**config.mk**
```make
export PLATFORM = sky130hd
export DESIGN_NAME = cst_status_record
export DESIGN_NICKNAME = d
export VERILOG_FILES = /design/src/rtl/cst_pkg.sv /design/src/rtl/cst_status_record.sv
export SDC_FILE = /design/constraint.sdc
export NUM_CORES = 1
export LEC_CHECK = 0
export BUFFER_PORTS_ARGS = -buffer_cell sky130_fd_sc_hd__buf_2
export CAP_MARGIN = 20
export CORE_AREA = 2 2 206 208
export DETAILED_ROUTE_END_ITERATION = 7
export DIE_AREA = 0 0 208 210
export REMOVE_ABC_BUFFERS = 1
export SYNTH_ARGS = -nofsm -noshare
export SYNTH_HDL_FRONTEND = slang
export SYNTH_SLANG_ARGS = --single-unit
```
**constraint.sdc**
```tcl
create_clock -name clk -period 2 [get_ports clk]
set_clock_uncertainty 0.2 [all_clocks]
set_input_delay 0.4 -clock clk [delete_from_list [all_inputs] [get_ports clk]]
set_output_delay 0.4 -clock clk [all_outputs]
set_load 0.1 [all_outputs]
```
**src/rtl/cst_pkg.sv**
```systemverilog
/*
  Constants and carrier types of the card status record block.
  Assumes a 50 MHz clock, a synchronous active-high reset and byte addressing.
*/
package cst_pkg;
  // ----------------------------------------------------------------
  // Record width, field positions (lowest bit of each field) and maker area width.
  // ----------------------------------------------------------------
  localparam int REC_W = 512;
  localparam int POS_WIDTH = 510;
  localparam int POS_SECURE = 509;
  localparam int POS_CATEGORY = 480;
  localparam int POS_GUARDED = 448;
  localparam int POS_SPEED = 440;
  localparam int POS_MOVE = 432;
  localparam int POS_AU = 428;
  localparam int POS_ESIZE = 408;
  localparam int POS_ETMO = 402;
  localparam int POS_EOFF = 400;
  localparam int MAKER_W = 312;

  // ----------------------------------------------------------------
  // Register byte offsets.
  // ----------------------------------------------------------------
  localparam logic [7:0] OFS_REC_FIRST = 8'h00;
  localparam logic [7:0] OFS_REC_LAST = 8'h3c;
  localparam logic [7:0] OFS_CTRL = 8'h40;
  localparam logic [7:0] OFS_GUARDED = 8'h44;
  localparam logic [7:0] OFS_PERF = 8'h48;
  localparam logic [7:0] OFS_ERASE = 8'h4c;
  localparam logic [7:0] OFS_TXSTAT = 8'h50;

  // ----------------------------------------------------------------
  // Codes and reset values.
  // ----------------------------------------------------------------
  localparam logic [1:0] WIDTH_ONE = 2'h0;
  localparam logic [1:0] WIDTH_FOUR = 2'h2;
  localparam logic [15:0] CATEGORY_MEMORY = 16'h0000;
  localparam logic [7:0] SPEED_MAX = 8'h03;
  localparam logic [3:0] AU_MAX = 4'h9;
  localparam logic [3:0] AU_LIMIT_BASE = 4'h6;
  localparam logic [31:0] RST_GUARDED = 32'h02000000;
  localparam logic [7:0] RST_SPEED = 8'h02;
  localparam logic [7:0] RST_MOVE = 8'h02;
  localparam logic [3:0] RST_AU = 4'h9;
  localparam logic [1:0] RST_CAP = 2'h3;
  localparam logic [15:0] RST_ESIZE = 16'h0200;
  localparam logic [5:0] RST_ETMO = 6'h2a;
  localparam logic [1:0] RST_EOFF = 2'h2;
  localparam logic [8:0] TX_LAST = 9'h1ff;

  // Register bus request.
  typedef struct packed {
    logic [7:0] addr;
    logic [31:0] wdata;
    logic wr;
    logic rd;
  } cst_bus_s;

  // Whole state of the block.
  typedef struct packed {
    logic [1:0] width;
    logic secure;
    logic [31:0] guarded;
    logic [7:0] speed;
    logic [7:0] move;
    logic [3:0] au;
    logic [1:0] cap;
    logic [15:0] esize;
    logic [5:0] etmo;
    logic [1:0] eoff;
    logic [REC_W-1:0] shift;
    logic [8:0] cnt;
    logic busy;
    logic [31:0] rdata;
  } cst_state_s;
endpackage

```
**src/rtl/cst_status_record.sv**
```systemverilog
/*
  Card status record: a 512-bit read-only record built from the card's live
  state, readable word by word over the register port and sent out serially.
  Assumes the command logic drives the port on the same clock, one strobe at
  a time, and pulses tx_start to request a serial copy of the record.
*/
// Local design decisions: the address map and the address-and-strobe port.
// Overview of operation
// - Top two bits show last chosen bus width, 00 one line, 10 four.
// - Bit 509 is one while secured mode is active, else zero.
// - Bits 495..480 carry the card category, zero for an ordinary card.
// - Bits 479..448 carry the guarded region size, thirty-two bits.
// - Bits 447..440 carry the speed grade code, 00h to 03h legal.
// - Bits 439..432 carry move performance in 1 MB/s steps.
// - Bits 431..428 carry the allocation unit code, 0h..9h legal.
// - The reported allocation unit never exceeds the capacity limit.
// - Bits 423..408 carry the erase unit count, zero means unsupported.
// - Bits 407..402 carry erase time limit in seconds, zero unsupported.
// - Bits 401..400 carry the fixed erase margin of 0 to 3 seconds.
// - No driver stage register, drive control or write protect exists.
`timescale 1ns/1ps
module cst_status_record (
  // Clock and reset.
  input wire logic clk,
  input wire logic srst,
  // Register port.
  input wire logic [7:0] addr,
  input wire logic [31:0] wdata,
  input wire logic wr_en,
  input wire logic rd_en,
  output logic [31:0] rdata,
  // Serial record output.
  input wire logic tx_start,
  output logic tx_valid,
  output logic tx_bit
);
  // ----------------------------------------------------------------
  // Record assembly.
  // ----------------------------------------------------------------
  cst_pkg::cst_state_s r, n;
  cst_pkg::cst_bus_s bus;
  logic [cst_pkg::REC_W-1:0] rec;
  logic [3:0] au_lim;
  logic [3:0] au_rep;

  // Bundle the port into one request.
  assign bus = '{addr: addr, wdata: wdata, wr: wr_en, rd: rd_en};

  // Clamp the allocation unit to what the capacity allows.
  assign au_lim = cst_pkg::AU_LIMIT_BASE + {2'h0, r.cap};
  assign au_rep = (r.au > au_lim) ? au_lim : r.au;

  // Build the record; gaps and the maker area read zero.
  always_comb begin
    rec = '0;
    rec[cst_pkg::POS_WIDTH +: 2] = r.width;
    rec[cst_pkg::POS_SECURE] = r.secure;
    rec[cst_pkg::POS_CATEGORY +: 16] = cst_pkg::CATEGORY_MEMORY;
    rec[cst_pkg::POS_GUARDED +: 32] = r.guarded;
    rec[cst_pkg::POS_SPEED +: 8] = r.speed;
    rec[cst_pkg::POS_MOVE +: 8] = r.move;
    rec[cst_pkg::POS_AU +: 4] = au_rep;
    rec[cst_pkg::POS_ESIZE +: 16] = r.esize;
    rec[cst_pkg::POS_ETMO +: 6] = r.etmo;
    rec[cst_pkg::POS_EOFF +: 2] = r.eoff;
  end

  // ----------------------------------------------------------------
  // Next state.
  // ----------------------------------------------------------------
  // Register writes, reads and the serial shifter.
  always_comb begin
    int idx;
    idx = 0;
    n = r;
    n.rdata = '0;
    // Only the mapped registers below exist; no drive or protect control.
    if (bus.wr) begin
      unique case (bus.addr)
        cst_pkg::OFS_CTRL: begin
          // Reserved width codes are ignored so the field stays legal.
          if (bus.wdata[1:0] == cst_pkg::WIDTH_ONE ||
              bus.wdata[1:0] == cst_pkg::WIDTH_FOUR) begin
            n.width = bus.wdata[1:0];
          end
          n.secure = bus.wdata[2];
        end
        cst_pkg::OFS_GUARDED: begin
          n.guarded = bus.wdata;
        end
        cst_pkg::OFS_PERF: begin
          if (bus.wdata[7:0] <= cst_pkg::SPEED_MAX) begin
            n.speed = bus.wdata[7:0];
          end
          n.move = bus.wdata[15:8];
          if (bus.wdata[19:16] <= cst_pkg::AU_MAX) begin
            n.au = bus.wdata[19:16];
          end
          n.cap = bus.wdata[21:20];
        end
        cst_pkg::OFS_ERASE: begin
          n.esize = bus.wdata[15:0];
          n.etmo = bus.wdata[21:16];
          n.eoff = bus.wdata[25:24];
        end
        default: begin
        end
      endcase
    end
    if (bus.rd) begin
      if (bus.addr <= cst_pkg::OFS_REC_LAST && bus.addr[1:0] == 2'h0) begin
        idx = int'(bus.addr[5:2]);
        n.rdata = rec[cst_pkg::REC_W - 1 - 32 * idx -: 32];
      end else begin
        unique case (bus.addr)
          cst_pkg::OFS_CTRL: n.rdata = {29'h0, r.secure, r.width};
          cst_pkg::OFS_GUARDED: n.rdata = r.guarded;
          cst_pkg::OFS_PERF: n.rdata = {10'h0, r.cap, r.au, r.move, r.speed};
          cst_pkg::OFS_ERASE: n.rdata = {6'h0, r.eoff, 2'h0, r.etmo, r.esize};
          cst_pkg::OFS_TXSTAT: n.rdata = {22'h0, r.busy, r.cnt};
          default: n.rdata = '0;
        endcase
      end
    end
    // Serial copy: snapshot, then shift left so bit 511 leaves first.
    if (r.busy) begin
      n.shift = {r.shift[cst_pkg::REC_W-2:0], 1'b0};
      n.cnt = r.cnt + 9'h1;
      if (r.cnt == cst_pkg::TX_LAST) begin
        n.busy = 1'b0;
      end
    end else if (tx_start) begin
      n.shift = rec;
      n.cnt = '0;
      n.busy = 1'b1;
    end
  end

  // ----------------------------------------------------------------
  // State register.
  // ----------------------------------------------------------------
  // Reset loads the shipped field values.
  always_ff @(posedge clk) begin
    if (srst) begin
      r <= '0;
      r.width <= cst_pkg::WIDTH_ONE;
      r.guarded <= cst_pkg::RST_GUARDED;
      r.speed <= cst_pkg::RST_SPEED;
      r.move <= cst_pkg::RST_MOVE;
      r.au <= cst_pkg::RST_AU;
      r.cap <= cst_pkg::RST_CAP;
      r.esize <= cst_pkg::RST_ESIZE;
      r.etmo <= cst_pkg::RST_ETMO;
      r.eoff <= cst_pkg::RST_EOFF;
    end else begin
      r <= n;
    end
  end

  // Outputs straight from flip-flops.
  assign rdata = r.rdata;
  assign tx_valid = r.busy;
  assign tx_bit = r.shift[cst_pkg::REC_W-1];
endmodule

```
==> results.cfg <==
[worst_setup_path]
path_class = reg2reg
startpoint_type = register
crit_arrival_ns = 2.18
required_ns = 2.21
ff2ff_path_depth = 8
path_max_fanout = 4
critPathCaptureType = register

[timing]
fmax_ghz = 0.508
relSlewSlack = 0.660
setup-tns-final_ns = 0
fin_crit_ns = 1.97
worst_pin_slew_ns = 0.514
finalHoldViolations = 0
slew_viol_final = 0
final-setup-viol-count = 0
post-route-period-util = 0.985
rsz0062_at_grt = true

[run]
maxCapViolations = 0

[power_and_ir_drop]
pwr_density_cell_nw_per_um2 = 804
peakVddDrop_mv = 0.627
total_power_mw = 10.3
p_leak_nw = 5.05

[yosys]
synth_edf_count = 0
synth_top_cell_by_area = dfxtp_1
ys_top_cells_by_area = dfxtp_1, mux2i_1, nor2_1, a21oi_1, nand2_1
yosysSeqAreaShare = 0.457
synthCells = 1219
ys_types = 51
synth_commonest_cells = nor2_1, dfxtp_1, a21oi_1, nand2_1, mux2i_1
syn-cell-area_um2 = 10300
avgSynthCellArea_um2 = 8.44
synth-main-ff-cell = dfxtp_1
synth_top_area_share = 0.457
yosysMostFrequentCell = nor2_1
synth-seq-cells = 235
synthArstFlopShare = 0
yosys_warnings = 0

[placement]
hpwl_mm = 21.3
place.gp.congestion = 0.858
portBuffers = 78
place_inst = 1788

[floorplanning]
die_h_um = 210
start_util = 0.248
ios = 79
rows = 75
core-area_um2 = 41500
fp.dieArea_um2 = 43700
die_x_um = 208

[route]
drt_wl_total_mm = 30.1
dr.pass1.iters = 5
via_per_inst = 4.65
ant_nets = 0
route.vias.total = 8678
drcViolationCount = 0
wl_per_cell_um = 16.1
drtIter0Drc = 620

[status]
status = complete, no violations

[global_routing]
use_met3 = 0.0185
grt_start_max_net_pins = 74
antenna_found_initial = 2
gr-usage-met2 = 0.220
grt_pass1_wl_mm = 46.9
grt_busiest_layer = met2
grt_pass1_vias = 8242
met1_usage = 0.183
grt_usage = 0.134
overflow = 0

[clock_network]
cts.clk_slew.worst_paths_ns = 0.06
clk_path_buf_depth = 3
cts-htree-levels = 1
cts_sinks = 235
numCtsBuffers = 25
cts-root-buf = clkbuf_16
clk_latency_ns = 0.53
cts_tree = yes

[cells_and_area]
drive_gt1_frac = 0.179
stdcell_count = 1868
syn_to_final_growth_pct = 24.5
layout.nets = 1360
utilization = 0.309
fillers = 4324

[hold_path]
holdPathStages = 4
min_path_type = in2reg
-- timing repair --
action / CTS / global route
setup buffers: 1 / 4
setup endpoints to repair: 9 / 8
resized for setup: 8 / 15
pin swaps: 3 / 3
hold buffers: 28 / 0
endpoints found under the hold margin: 56 / 0
-- kinds of logic after synthesis --
group | after synthesis | share of synthesized area
AOI/OAI and AO/OA | 254 | 0.142
xor gates and xnor gates | 5 | 0.00426
adders and majority gates | 6 | 0.00730
buffers and inverters | 131 | 0.0659
DFF | 235 | 0.457
muxes | 113 | 0.113
and+or+nand+nor | 475 | 0.210
-- per-stage QoR --
step | instance area, µm² | worst slack (ns) | hold WS, ns
2_1_floorplan | 9620 | -3.96 | 0.239
3_3_place_gp | 11500 | -0.140 | 0.255
3_5_place_dp | 11500 | -0.166 | 0.263
4_1_cts | 12700 | -0.0127 | 0.0438
5_1_grt | 12800 | -0.0236 | 0.0495
6_report | 12800 | 0.0306 | 0.0459
-- worst paths after layout --
| check | slack, ns | startpoint | to |
|---|---|---|---|
| hold reg to reg | 0.27 | r[624] | r[624] |
| setup / recovery | 0.03 | r[579] | rdata[12] |
| hold / removal | 0.05 | wdata[7] | r[569] |
| setup reg to reg | 0.03 | r[579] | rdata[12] |
-- state kept, by name, summed over array words and instances, names as in the netlist --
signal / count
r: 201
rdata: 32
tx_bit: 1
tx_valid: 1
-- cells in the final DEF (no fill, tap or decap), drive strengths merged, types with 8 or more instances in the layout --
| cell | n |
|---|---|
| a21oi | 185 |
| a22oi | 17 |
| and2 | 9 |
| and3 | 8 |
| buf | 162 |
| clkbuf | 38 |
| dfxtp | 235 |
| dlygate4sd3 | 28 |
| mux2i | 104 |
| nand2 | 111 |
| nand3 | 8 |
| nand3b | 9 |
| nor2 | 254 |
| nor2b | 8 |
| nor3 | 16 |
| nor3b | 36 |
| o22ai | 10 |
-- where the power goes --
part	switching, mW	internal, mW	total (mW)
Clock	1.94	2.93	4.87
Combinational	0.416	0.263	0.679
Sequential	0.0307	4.71	4.74
-- metal layers --
| layer | vias up | share of wire |
|---|---|---|
| li1 | 4320 | - |
| met1 | 4107 | 0.47 |
| met2 | 201 | 0.46 |
| met3 | 48 | 0.047 |
| met4 | 2 | 0.024 |
| met5 | - | 0.00053 |
-- critical path, cell delays in order (launching register included) --
cell and delay (ns):
dfxtp_4 0.37, buf_6 0.13, ha_4 0.25, and2_4 0.13
o21ai_2 0.05, a32o_2 0.25, buf_4 0.15, mux2i_4 0.20
o22ai_2 0.11
-- layout make-up --
| cell class | count | area [µm²] | share of cell area |
|---|---|---|---|
| Multi-Input combinational cell | 853 | 5010 | 0.392 |
| Sequential cell | 235 | 4710 | 0.368 |
| Timing Repair Buffer | 190 | 1510 | 0.118 |
| Clock buffer | 38 | 776 | 0.0606 |
| Tap cell | 539 | 674 | 0.0527 |
| Clock inverter | 8 | 98.8 | 0.00772 |
| Inverter | 4 | 15.0 | 0.00117 |
| Antenna cell | 1 | 2.50 | 0.000196 |
Power figures use the tool's default switching activity.
